--- src/verilog/ea_pkg.sv ---
// Shared types and constants for the effective-address unit.
// Assumes a 32-bit core with decoded mode and size from the decoder.
package ea_pkg;
	localparam int unsigned DATA_W = 32;
	localparam int unsigned DISP4_W = 4;
	localparam int unsigned DISP8_W = 8;
	localparam int unsigned DISP12_W = 12;
	localparam int unsigned LIT_W = 8;
	localparam logic [31:0] STEP_BYTE = 32'h0000_0001;
	localparam logic [31:0] STEP_WORD = 32'h0000_0002;
	localparam logic [31:0] STEP_LONG = 32'h0000_0004;
	localparam logic [31:0] LONG_PC_MASK = 32'hffff_fffc;
	localparam int unsigned SHIFT_WORD = 1;
	localparam int unsigned SHIFT_LONG = 2;
	localparam int unsigned TRAP_SHIFT = 2;
	localparam int unsigned BRANCH_SHIFT = 1;

	typedef enum logic [3:0] {
		MODE_REG_DIRECT = 4'h0,
		MODE_REG_INDIRECT = 4'h1,
		MODE_POST_INC = 4'h2,
		MODE_PRE_DEC = 4'h3,
		MODE_REG_DISP = 4'h4,
		MODE_REG_INDEXED = 4'h5,
		MODE_GBP_DISP = 4'h6,
		MODE_GBP_INDEXED = 4'h7,
		MODE_PC_DISP = 4'h8,
		MODE_BRANCH_SHORT = 4'h9,
		MODE_BRANCH_LONG = 4'ha,
		MODE_BRANCH_REG = 4'hb
	} ea_mode_t;

	typedef enum logic [1:0] {
		SIZE_BYTE = 2'h0,
		SIZE_WORD = 2'h1,
		SIZE_LONG = 2'h2
	} op_size_t;

	typedef enum logic [1:0] {
		LIT_ZERO = 2'h0,
		LIT_SIGN = 2'h1,
		LIT_TRAP = 2'h2
	} lit_kind_t;

	typedef struct packed {
		ea_mode_t mode;
		op_size_t size;
		logic [11:0] disp;
		lit_kind_t lit_kind;
		logic [7:0] literal;
	} ea_req_t;

	typedef struct packed {
		logic [31:0] sel_reg;
		logic [31:0] index_reg;
		logic [31:0] global_base_pointer;
		logic [31:0] pc;
	} ea_src_t;

	typedef struct packed {
		logic [31:0] addr;
		logic addr_valid;
		logic [31:0] operand;
		logic operand_valid;
		logic [31:0] reg_update;
		logic reg_update_en;
		logic [31:0] imm;
		logic addr_error;
	} ea_res_t;
endpackage

--- src/verilog/align_check.sv ---
// Flags a misaligned word or longword operand address.
// Assumes size codes from the shared package.
`timescale 1ns/1ps
`default_nettype none
module align_check (
	input wire logic [31:0] addr_i,
	input wire ea_pkg::op_size_t size_i,
	output logic misaligned_o
);
	always_comb begin
		unique case (size_i)
			ea_pkg::SIZE_WORD: misaligned_o = addr_i[0];
			ea_pkg::SIZE_LONG: misaligned_o = |addr_i[1:0];
			default: misaligned_o = 1'b0;
		endcase
	end
endmodule
`default_nettype wire

--- src/verilog/disp_scaler.sv ---
// Zero-extends and scales a displacement by operand size.
// Assumes size codes from the shared package.
`timescale 1ns/1ps
`default_nettype none
module disp_scaler #(
	parameter int unsigned IN_W = 8
) (
	input wire logic [IN_W-1:0] disp_i,
	input wire ea_pkg::op_size_t size_i,
	output logic [31:0] scaled_o
);
	logic [31:0] ext;

	always_comb begin
		ext = {{(32-IN_W){1'b0}}, disp_i};
		unique case (size_i)
			ea_pkg::SIZE_WORD: scaled_o = ext << ea_pkg::SHIFT_WORD;
			ea_pkg::SIZE_LONG: scaled_o = ext << ea_pkg::SHIFT_LONG;
			default: scaled_o = ext;
		endcase
	end
endmodule
`default_nettype wire

--- src/verilog/effective_address_generator.sv ---
// Effective-address, register-update and immediate-extension unit.
// Assumes decoder and register file present request and sources each cycle.
// Overview of operation
// [RULE1] Register-direct: operand is the selected register, no address formed.
// [RULE2] Register-indirect: address is selected register contents unchanged.
// [RULE3] Post-increment: address is register; register then gains 1, 2 or 4.
// [RULE4] Pre-decrement: register loses 1, 2 or 4; that value is address and update.
// [RULE5] Register displacement: 4-bit offset zero-extended, scaled by size, plus register.
// [RULE6] Indexed: address is selected register plus index register zero.
// [RULE7] Global-base displacement: 8-bit offset zero-extended, scaled, plus base pointer.
// [RULE8] Indexed global-base: address is base pointer plus index register zero.
// [RULE9] PC-relative load: 8-bit offset zero-extended, scaled by 2 or 4, plus PC.
// [RULE10] Longword PC-relative load clears the two low PC bits first.
// [RULE11] Short branch: 8-bit offset sign-extended, doubled, plus PC.
// [RULE12] Long branch: 12-bit offset sign-extended, doubled, plus PC.
// [RULE13] Register branch: PC plus full selected register.
// [RULE14] Literal for test, AND, OR, XOR is zero-extended to 32 bits.
// [RULE15] Literal for copy, ADD, equality compare is sign-extended to 32 bits.
// [RULE16] Trap-call literal is zero-extended and multiplied by four.
// [RULE17] Misaligned word or longword operand address raises address error.
// [RULE18] All sums are 32-bit, carries and borrows out of bit 31 dropped.
`timescale 1ns/1ps
`default_nettype none
module effective_address_generator (
	input wire logic clk_i,
	input wire logic rst_b_i,
	input wire logic en_i,
	input wire logic req_valid_i,
	input wire ea_pkg::ea_req_t req_i,
	input wire ea_pkg::ea_src_t src_i,
	output ea_pkg::ea_res_t res_o,
	output logic res_valid_o
);
	//----------------------------------------
	// Combinational address datapath
	//----------------------------------------
	logic [31:0] scaled4;
	logic [31:0] scaled8;
	logic [31:0] step;
	logic [31:0] pc_base;
	logic [31:0] pc_scaled;
	logic misaligned;
	ea_pkg::ea_res_t res_nxt;
	ea_pkg::ea_res_t res_r;
	logic valid_nxt;
	logic valid_r;

	disp_scaler #(.IN_W(ea_pkg::DISP4_W)) u_scale4 (
		.disp_i(req_i.disp[3:0]),
		.size_i(req_i.size),
		.scaled_o(scaled4)
	);

	disp_scaler #(.IN_W(ea_pkg::DISP8_W)) u_scale8 (
		.disp_i(req_i.disp[7:0]),
		.size_i(req_i.size),
		.scaled_o(scaled8)
	);

	align_check u_align (
		.addr_i(res_nxt.addr),
		.size_i(req_i.size),
		.misaligned_o(misaligned)
	);

	always_comb begin
		unique case (req_i.size)
			ea_pkg::SIZE_WORD: step = ea_pkg::STEP_WORD; // RULE3
			ea_pkg::SIZE_LONG: step = ea_pkg::STEP_LONG; // RULE3
			default: step = ea_pkg::STEP_BYTE; // RULE3
		endcase
		if (req_i.size == ea_pkg::SIZE_LONG) begin
			pc_base = src_i.pc & ea_pkg::LONG_PC_MASK; // RULE10
			pc_scaled = {24'h000000, req_i.disp[7:0]} << ea_pkg::SHIFT_LONG; // RULE9
		end else begin
			pc_base = src_i.pc;
			pc_scaled = {24'h000000, req_i.disp[7:0]} << ea_pkg::SHIFT_WORD; // RULE9
		end
	end

	always_comb begin
		res_nxt = '0;
		unique case (req_i.mode)
			ea_pkg::MODE_REG_DIRECT: begin
				res_nxt.operand = src_i.sel_reg; // RULE1
				res_nxt.operand_valid = 1'b1; // RULE1
			end
			ea_pkg::MODE_REG_INDIRECT: begin
				res_nxt.addr = src_i.sel_reg; // RULE2
				res_nxt.addr_valid = 1'b1;
			end
			ea_pkg::MODE_POST_INC: begin
				res_nxt.addr = src_i.sel_reg; // RULE3
				res_nxt.addr_valid = 1'b1;
				res_nxt.reg_update = src_i.sel_reg + step; // RULE3 RULE18
				res_nxt.reg_update_en = 1'b1;
			end
			ea_pkg::MODE_PRE_DEC: begin
				res_nxt.addr = src_i.sel_reg - step; // RULE4 RULE18
				res_nxt.addr_valid = 1'b1;
				res_nxt.reg_update = src_i.sel_reg - step; // RULE4
				res_nxt.reg_update_en = 1'b1;
			end
			ea_pkg::MODE_REG_DISP: begin
				res_nxt.addr = src_i.sel_reg + scaled4; // RULE5
				res_nxt.addr_valid = 1'b1;
			end
			ea_pkg::MODE_REG_INDEXED: begin
				res_nxt.addr = src_i.sel_reg + src_i.index_reg; // RULE6
				res_nxt.addr_valid = 1'b1;
			end
			ea_pkg::MODE_GBP_DISP: begin
				res_nxt.addr = src_i.global_base_pointer + scaled8; // RULE7
				res_nxt.addr_valid = 1'b1;
			end
			ea_pkg::MODE_GBP_INDEXED: begin
				res_nxt.addr = src_i.global_base_pointer + src_i.index_reg; // RULE8
				res_nxt.addr_valid = 1'b1;
			end
			ea_pkg::MODE_PC_DISP: begin
				res_nxt.addr = pc_base + pc_scaled; // RULE9 RULE10
				res_nxt.addr_valid = 1'b1;
			end
			ea_pkg::MODE_BRANCH_SHORT: begin
				res_nxt.addr = src_i.pc + {{23{req_i.disp[7]}}, req_i.disp[7:0], 1'b0}; // RULE11
				res_nxt.addr_valid = 1'b1;
			end
			ea_pkg::MODE_BRANCH_LONG: begin
				res_nxt.addr = src_i.pc + {{19{req_i.disp[11]}}, req_i.disp, 1'b0}; // RULE12
				res_nxt.addr_valid = 1'b1;
			end
			ea_pkg::MODE_BRANCH_REG: begin
				res_nxt.addr = src_i.pc + src_i.sel_reg; // RULE13
				res_nxt.addr_valid = 1'b1;
			end
			default: begin
				res_nxt.addr_valid = 1'b0;
			end
		endcase
		unique case (req_i.lit_kind)
			ea_pkg::LIT_SIGN: res_nxt.imm = {{24{req_i.literal[7]}}, req_i.literal}; // RULE15
			ea_pkg::LIT_TRAP: res_nxt.imm = {22'h000000, req_i.literal, 2'h0}; // RULE16
			default: res_nxt.imm = {24'h000000, req_i.literal}; // RULE14
		endcase
	end

	//----------------------------------------
	// Output registers
	//----------------------------------------
	logic is_branch;
	ea_pkg::ea_res_t res_nxt_err;
	assign is_branch = (req_i.mode == ea_pkg::MODE_BRANCH_SHORT) ||
		(req_i.mode == ea_pkg::MODE_BRANCH_LONG) || (req_i.mode == ea_pkg::MODE_BRANCH_REG);

	always_comb begin
		valid_nxt = req_valid_i;
		res_nxt_err = res_nxt;
		// Branch targets are not data operands, so no alignment check
		res_nxt_err.addr_error = res_nxt.addr_valid && !is_branch && misaligned; // RULE17
	end

	always_ff @(posedge clk_i or negedge rst_b_i) begin
		if (!rst_b_i) begin
			res_r <= '0;
			valid_r <= 1'b0;
		end else if (en_i) begin
			res_r <= res_nxt_err;
			valid_r <= valid_nxt;
		end
	end

	assign res_o = res_r;
	assign res_valid_o = valid_r;
endmodule
`default_nettype wire
--- config.mk ---
export PLATFORM = sky130hd
export DESIGN_NAME = effective_address_generator
export DESIGN_NICKNAME = d
export VERILOG_FILES = /design/src/verilog/ea_pkg.sv /design/src/verilog/align_check.sv /design/src/verilog/disp_scaler.sv /design/src/verilog/effective_address_generator.sv
export SDC_FILE = /design/constraint.sdc
export NUM_CORES = 1
export LEC_CHECK = 0
export BUFFER_PORTS_ARGS = -buffer_cell sky130_fd_sc_hd__buf_2
export CAP_MARGIN = 40
export CORE_ASPECT_RATIO = 1.75
export CORE_MARGIN = 2
export CORE_UTILIZATION = 46
export CTS_BUF_LIST = sky130_fd_sc_hd__clkbuf_8
export CTS_CLUSTER_SIZE = 40
export DETAILED_ROUTE_END_ITERATION = 12
export PLACE_DENSITY = 0.72
export REMOVE_ABC_BUFFERS = 1
export SYNTH_ARGS = -nofsm -noshare
export SYNTH_HDL_FRONTEND = slang
export SYNTH_SLANG_ARGS = --single-unit
--- constraint.sdc ---
create_clock -name clk_i -period 1 [get_ports clk_i]
set_input_delay 0.2 -clock clk_i [delete_from_list [all_inputs] [get_ports clk_i]]
set_output_delay 0.2 -clock clk_i [all_outputs]
set_load 0.1 [all_outputs]
==> impl_metrics.json, run 1 <==
{
  "status": "aborted with a tool error",
  "stop_stage": "global routing (5_1_grt)",
  "firstError": "[ERROR GRT-0232] Routing congestion too high. Check the congestion heatmap in the GUI.",
  "synthMuxAreaShare": 0.0184,
  "place_area_sq_um": 22400,
  "root_buffer": "clkbuf_8",
  "gr-total-overflow": 149,
  "ys_ff_latch": 112,
  "synth_area_leader_cell": "dfrtp_1",
  "portBuffers": 292,
  "seq_area_frac_synth": 0.200,
  "die_h_microns": 235,
  "ys_types": 84,
  "dpl.cell_count": 3000,
  "cts_buffer_depth": 2,
  "track_usage": 0.746,
  "worstEpCategory": "sequential cell input",
  "fp-row-count": 84,
  "synth_compound_area_frac": 0.334,
  "yosysWarnings": 0,
  "synthTopCellsByArea": "dfrtp_1 20%, ha_1 11%, a21oi_1 5.4%, o21ai_0 5.0%, nand2_1 4.4%",
  "synth_area_sq_um": 14000,
  "cts_buffers": 9,
  "synth_area_per_cell_sq_um": 7.70,
  "synth.top_cell.area_share": 0.200,
  "synthAdderAreaFrac": 0.114,
  "syn-instance-count": 1822,
  "ys_async_sr_fraction": 1.00,
  "io_pins": 293,
  "cts_num_sinks": 112,
  "worst_endpoint": "res_o[124]$_DFFE_PN0P_/D",
  "hpwl_microns": 58800,
  "htreeDepth": 3,
  "synth-main-ff-cell": "dfrtp_1",
  "synth_xor_area_frac": 0.0780,
  "die_w_microns": 136,
  "start_util": 0.467,
  "gp_congestion": 1.04,
  "synth_top_family_by_area": "compound AO/OA/AOI/OAI gates",
  "yosys.area_share.simple": 0.196,
  "grt_max_degree": 41,
  "pre_cts_ws_ns": -3.25,
  "synth_edf_count": 0
}
==> what timing repair did <==
item	in CTS
hold endpoints to repair	113
pin swaps	241
setup endpoints to repair	239
gates resized for setup	496
cloned	3
setup buffers	66
hold buffers	2
==> metal layers <==
layer	GRT usage	GRT overflow
met5	0.225	0
met4	0.759	76
met3	0.578	0
met2	0.918	73
met1	0.737	0
==> logic make-up after synthesis <==
group / count (synthesis)
AOI/OAI and AO/OA: 688
DFF: 112
and+or+nand+nor: 552
xor gates and xnor gates: 125
adders and majority gates: 124
muxes: 24
buffers and inverters: 197
==> stage by stage <==
stage,TNS [ns],hold WS [ns]
floorplan,-482.07,-0.0956
global placement,-176.45,0.0978
CTS,-141.19,0.0257
detailed placement,-186.22,0.0973
==> cell usage after synthesis (14+ instances only) <==
cell type	count
a21oi_1	151
nand3_1	55
nor3_1	34
and3_1	29
o211ai_1	22
nand4_1	25
a31oi_1	27
nor2_1	127
dfrtp_1	112
a221oi_1	26
nor2b_1	14
buf_4	21
and2_1	36
a22oi_1	24
a211oi_1	25
a22o_1	61
ha_1	118
inv_1	49
o2bb2ai_1	24
o21ai_0	140
nand2_1	163
clkbuf_1	110
xor2_1	64
xnor2_1	61
mux2_2	14
a21o_1	57
==> inputs of run 2 (changes only) <==
--- a/config.mk
+++ b/config.mk
@@ -7,13 +7,10 @@
 export LEC_CHECK = 0
 export BUFFER_PORTS_ARGS = -buffer_cell sky130_fd_sc_hd__buf_2
 export CAP_MARGIN = 40
-export CORE_ASPECT_RATIO = 1.75
 export CORE_MARGIN = 2
-export CORE_UTILIZATION = 46
-export CTS_BUF_LIST = sky130_fd_sc_hd__clkbuf_8
-export CTS_CLUSTER_SIZE = 40
+export CORE_UTILIZATION = 31
 export DETAILED_ROUTE_END_ITERATION = 12
-export PLACE_DENSITY = 0.72
+export PLACE_DENSITY_LB_ADDON = 0.15
 export REMOVE_ABC_BUFFERS = 1
 export SYNTH_ARGS = -nofsm -noshare
 export SYNTH_HDL_FRONTEND = slang
==> constraint.sdc (replaced) <==
create_clock -name clk_i -period 1.3 [get_ports clk_i]
set_input_delay 0.26 -clock clk_i [delete_from_list [all_inputs] [get_ports clk_i]]
set_output_delay 0.26 -clock clk_i [all_outputs]
set_load 0.1 [all_outputs]
==> run 2 against run 1 <==
The flow now finishes, with violations (setup timing). Area after synthesis is the same. Synthesized cell count stayed put.
==> impl_metrics.json, run 2 <==
{
  "status": "finished, violations left",
  "violations": "setup timing",
  "period_share": 2.61,
  "area_delta_synth_final_pct": 91.2,
  "fin_nets": 2995,
  "synthTopCellsByArea": "dfrtp_1 20%, ha_1 11%, a21oi_1 5.4%, o21ai_0 5.0%, nand2_1 4.4%",
  "synth_most_common_cell": "nand2_1",
  "ys_types": 84,
  "root_buffer": "clkbuf_16",
  "core_area_sq_um": 44400,
  "fill_cells": 3819,
  "seq_power_share": 0.214,
  "leakage_nw": 12.3,
  "setup_tns_ns": -97.62,
  "synth_area_leader_cell": "dfrtp_1",
  "die_area_sq_um": 47000,
  "fin_hold_ws_ns": 0.120,
  "synth_edf_count": 0,
  "finalWirelength_microns": 73400,
  "gr-total-overflow": 0,
  "grt_pass1_vias": 18000,
  "die_w_microns": 217,
  "combPwrFrac": 0.622,
  "yosys-top-cells-count": "163 x nand2_1, 151 x a21oi_1, 140 x o21ai_0, 127 x nor2_1, 118 x ha_1",
  "p_int_mw": 10.6,
  "setup.worst_path.end_class": "register",
  "ant_nets": 0,
  "slew_violations": 0,
  "n_antenna_cell": 0,
  "cts_tree": "built",
  "finalCriticalPeriod_ns": 3.40,
  "gp_congestion": 0.979,
  "cts_buffer_depth": 2,
  "die_h_microns": 217,
  "ys_ff_latch": 112,
  "drtIter0Drc": 1317,
  "relSlewSlack": 0.626,
  "io_pins": 293,
  "hpwl_microns": 57500,
  "critPathArrivalTime_ns": 3.66,
  "track_usage": 0.296,
  "rsz0062_at_grt": "yes",
  "tightest_slew_ns": 0.557,
  "finClkSkew_ns": 0,
  "crit_fanout": 6,
  "required_ns": 1.57,
  "p_sw_mw": 8.96,
  "viasPerCell": 5.58,
  "yosysWarnings": 0,
  "seq_area_frac_synth": 0.200,
  "largest_reg_flops": 111,
  "place_area_sq_um": 22600,
  "synth_area_sq_um": 14000,
  "hold_class": "input port to register",
  "switching_share": 0.457,
  "antenna_found_initial": 1,
  "ir_drop_mv": 0.644,
  "drt-wirelength-per-cell_microns": 22.2,
  "ys_async_sr_fraction": 1.00,
  "final_util": 0.604,
  "pre_cts_ws_ns": -2.98,
  "dr.pass1.iters": 5,
  "cts_num_sinks": 112,
  "clock_latency_ns": 0.39,
  "setup_viol": 95,
  "drcViolationCount": 0,
  "fp-row-count": 77,
  "final_cell_mix": "619 x buf_4, 152 x buf_2, 152 x buf_12",
  "worst_slack_ns": -2.10,
  "drive_gt1_frac": 0.540,
  "cts_buffers": 9,
  "start_util": 0.316,
  "syn-instance-count": 1822,
  "hold_viol_final": 0,
  "power.total_mw": 19.6,
  "power.density_nw_per_um2": 731,
  "grt_max_degree": 62,
  "clkPwrFrac": 0.165,
  "synth_area_per_cell_sq_um": 7.70,
  "final_common_cell": "buf_4",
  "htreeDepth": 3,
  "stdcell_count": 3308,
  "clkTransAtPathRegs_ns": 0.09,
  "via_count": 18400,
  "synth.top_cell.area_share": 0.200,
  "portBuffers": 292,
  "grt_pass1_wl_microns": 107000,
  "synth-main-ff-cell": "dfrtp_1",
  "path_class": "input port to register",
  "fmax_mhz": 294,
  "cp-start-kind": "input port",
  "cap_violations": 0,
  "dpl.cell_count": 3196,
  "postLayoutCellArea_sq_um": 26800
}
## run 2: repair_timing
action / CTS / global route
hold buffers: 1 / 0
pin swaps: 165 / 211
gates cloned: 2 / 5
endpoints found under the hold margin: 10 / 0
endpoints found under the setup margin: 144 / 136
resized for setup: 401 / 298
buffers inserted: 43 / 69
## run 2: area by class of cell
class / instances / area [sq um] / area share
multi-input cells: 1513 / 13000 / 0.483
flip-flops and latches: 112 / 2820 / 0.105
repair buffers: 1025 / 9780 / 0.364
clock buffers: 9 / 225 / 0.00839
clock inverters: 7 / 97.6 / 0.00364
well taps: 592 / 741 / 0.0276
inverters: 50 / 203 / 0.00755
## run 2: worst paths after layout
kind                                   from          end  slack (ns)  cells past startpoint
worst min register to register    res_o[66]    res_o[66]        0.55                      1
worst max-delay path              req_i[27]   res_o[116]       -2.10                     23
max in group asynchronous           rst_b_i    res_o[63]        0.43                      3
min in group asynchronous           rst_b_i   res_o[103]        0.26                      2
worst min-delay path            req_valid_i  res_valid_o        0.12                      2
worst max register to register   res_o[110]   res_o[110]       -0.03                      4
## run 2: cells by family (layout without fill, tap and decap cells)
group,after synthesis,after routing,synth area share
AND/OR/NAND/NOR,552,552,0.196
XOR/XNOR,125,125,0.0780
AO/OA/AOI/OAI,688,688,0.334
buffers and inverters,197,1091,0.0603
multiplexers,24,24,0.0184
adder cells (fa/ha/maj),124,124,0.114
flip-flops,112,112,0.200
## run 2: per-layer routing
layer  wire, microns  track usage  vias to the layer above
met2           33900        0.485                      720
met4            1820       0.0717                        2
met5              10            0                        -
met3            5260       0.0309                       98
met1           32400        0.418                     9014
li1                -            -                     8610
## run 2: critical path, cell delays in order
cell,delay [ns]
buf_8,0.11
inv_6,0.05
ha_4,0.14
nor2b_4,0.15
and2_4,0.16
or2_4,0.15
nor3_2,0.05
a221o_1,0.34
ha_4,0.30
buf_6,0.09
buf_6,0.09
nand3_2,0.05
o211ai_1,0.18
buf_4,0.17
a31oi_4,0.08
buf_4,0.14
buf_4,0.14
o21ai_0,0.19
o21ai_1,0.12
xor2_1,0.15
o211ai_1,0.15
a221oi_1,0.27
a21oi_1,0.11
## run 2: power by group through the flow
stage	clock [mW]	combinational [mW]	sequential, mW
after global placement	0	10.4	4.23
after detailed placement	0	10.5	4.23
after floorplan	0	2.98	6.27
after CTS	3.30	11.3	4.18
final	3.23	12.2	4.19
after global routing	3.41	12.8	4.21
No activity file was read; power rests on OpenSTA's default activity.
==> inputs of run 3 (changes only) <==
--- a/config.mk
+++ b/config.mk
@@ -8,10 +8,12 @@
 export BUFFER_PORTS_ARGS = -buffer_cell sky130_fd_sc_hd__buf_2
 export CAP_MARGIN = 40
 export CORE_MARGIN = 2
-export CORE_UTILIZATION = 31
+export CORE_UTILIZATION = 40
 export DETAILED_ROUTE_END_ITERATION = 12
 export PLACE_DENSITY_LB_ADDON = 0.15
 export REMOVE_ABC_BUFFERS = 1
+export SLEW_MARGIN = 20
 export SYNTH_ARGS = -nofsm -noshare
 export SYNTH_HDL_FRONTEND = slang
 export SYNTH_SLANG_ARGS = --single-unit
+export TNS_END_PERCENT = 20
==> run 3 against run 2 <==
The run still ends with setup timing left. Setup slack worse by 0.013 ns. Worst hold slack better by 0.0057 ns. Register-to-register slack better by 0.21 ns. Flip-flop and latch count unchanged. Count of clock-buffer cells in the layout up 1. Maximum frequency down 0.39%. Global-route usage up 7.0 points. Cell area down 6.0%. Sequential power about the same. Critical path depth down 5. Largest cell class unchanged. Highest routed layer is now met4.
==> impl_metrics.json, run 3 (synthesized netlist as in run 2, its figures left out) <==
{
  "cts_buffers": 9,
  "tightest_slew_ns": 0.562,
  "relSlewSlack": 0.614,
  "setup.worst_path.end_class": "register",
  "drt-wirelength-per-cell_microns": 22.3,
  "power.total_mw": 19.0,
  "pre_cts_ws_ns": -3.03,
  "slew_violations": 0,
  "p_int_mw": 10.2,
  "die_h_microns": 191,
  "grt_pass1_vias": 18100,
  "drtIter0Drc": 1753,
  "fmax_mhz": 293,
  "largest_reg_flops": 111,
  "cpMostUsedCell": "buf_4",
  "gp_congestion": 1.04,
  "antenna_found_initial": 4,
  "ant_nets": 0,
  "via_count": 18600,
  "cts_num_sinks": 112,
  "period_share": 2.62,
  "p_sw_mw": 8.74,
  "path_class": "input port to register",
  "portBuffers": 292,
  "core_area_sq_um": 34500,
  "finClkSkew_ns": 0,
  "viasPerCell": 5.92,
  "root_buffer": "clkbuf_16",
  "cp-start-kind": "input port",
  "violations": "setup timing",
  "area_delta_synth_final_pct": 79.8,
  "finalWirelength_microns": 69800,
  "start_util": 0.406,
  "ir_drop_mv": 0.680,
  "gr-total-overflow": 0,
  "worst_slack_ns": -2.11,
  "cts_buffer_depth": 2,
  "critPathArrivalTime_ns": 3.68,
  "setup_tns_ns": -100.89,
  "worstRegToRegCells": 4,
  "fp-row-count": 68,
  "track_usage": 0.367,
  "min_path_cells": 2,
  "clock_latency_ns": 0.38,
  "finalCriticalPeriod_ns": 3.41,
  "regArea_sq_um": 2820,
  "final_cell_mix": "632 x buf_4, 155 x buf_2, 149 x buf_12",
  "io_pins": 293,
  "switching_share": 0.461,
  "clkTransAtPathRegs_ns": 0.09,
  "htreeDepth": 3,
  "combPwrFrac": 0.625,
  "status": "finished, violations left",
  "hold_viol_final": 0,
  "drive_gt1_frac": 0.499,
  "clkPwrFrac": 0.154,
  "fill_cells": 2697,
  "slowest_stage": "o211ai_1",
  "stdcell_count": 3134,
  "cap_violations": 0,
  "rsz0062_at_grt": "yes",
  "power.density_nw_per_um2": 752,
  "dpl.cell_count": 3059,
  "fin_nets": 2954,
  "hold_class": "input port to register",
  "grt_pass1_wl_microns": 104000,
  "dr.pass1.iters": 6,
  "cts_tree": "built",
  "final_util": 0.730,
  "hpwl_microns": 54800,
  "crit_fanout": 6,
  "setup_viol": 127,
  "die_area_sq_um": 36600,
  "leakage_nw": 11.7,
  "multi_input_comb_area_sq_um": 12300,
  "required_ns": 1.57,
  "drcViolationCount": 0,
  "path_cells": "buf_8, buf_4, ha_4, and3_4, or2_4, buf_4, o21ai_4, fa_2, a21oi_4, o211ai_1, a31oi_2, o211ai_1, a31oi_1, buf_4, o31ai_4, xor2_2, a221oi_2, a21oi_1",
  "seq_power_share": 0.221,
  "cpPeakStageDelay_ns": 0.38,
  "grt_max_degree": 51,
  "die_w_microns": 191,
  "final_common_cell": "buf_4"
}
run 3: path summary, 6_finish.rpt:
kind | slack [ns] | end | startpoint
worst max-delay path | -2.11 | res_o[128] | req_i[27]
worst min-delay path | 0.13 | res_valid_o | req_valid_i
worst max register to register | 0.18 | res_o[130] | res_o[130]
worst min register to register | 0.55 | res_o[66] | res_o[66]
max in group asynchronous | 0.37 | res_o[124] | rst_b_i
min in group asynchronous | 0.34 | res_o[10] | rst_b_i
run 3: cell type report:
type                    instances  area share
inverters                      50     0.00764
well taps                     455      0.0226
flip-flops and latches        112       0.112
clock buffers                  10     0.00947
diodes                          4    0.000397
repair buffers                984       0.360
clock inverters                 6     0.00193
multi-input cells            1513       0.486
run 3: what timing repair did:
item	CTS	global route
pin swaps	135	105
resized for setup	369	107
endpoints found under the setup margin	137	128
hold endpoints to repair	18	0
buffers inserted	35	21
cloned	2	0
hold buffers	1	0
run 3: routing by layer:
| layer | track usage | vias to the layer above | part of all wire |
|---|---|---|---|
| li1 | - | 8544 | - |
| met1 | 0.515 | 8914 | 0.43 |
| met2 | 0.577 | 943 | 0.44 |
| met3 | 0.0538 | 152 | 0.090 |
| met4 | 0.119 | 0 | 0.036 |
| met5 | 0 | - | 0 |
run 3: worst max-delay path, delay by kind of cell:
| kind | cells | cell delay, ns |
|---|---|---|
| adder cells (fa/ha/maj) | 2 | 0.46 |
| buffers and inverters | 4 | 0.54 |
| XOR/XNOR | 1 | 0.13 |
| AO/OA/AOI/OAI | 9 | 1.83 |
| AND/OR/NAND/NOR | 2 | 0.46 |
run 3: power groups by stage:
stage                     clock network (mW)  registers (mW)  logic (mW)
final                                   2.93            4.19        11.8
after detailed placement                   0            4.23        10.3
after floorplan                            0            6.27        2.98
after CTS                               2.94            4.18        11.3
after global placement                     0            4.23        10.2
after global routing                    3.07            4.21        12.4
run 3: metrics by stage:
| stage | instance area, sq um | hold WS, ns |
|---|---|---|
| after CTS | 24500 | 0.117 |
| after detailed placement | 22400 | 0.165 |
| after floorplan | 13400 | -0.0356 |
| after global routing | 25200 | 0.115 |
| after global placement | 22400 | 0.162 |
| final | 25200 | 0.126 |
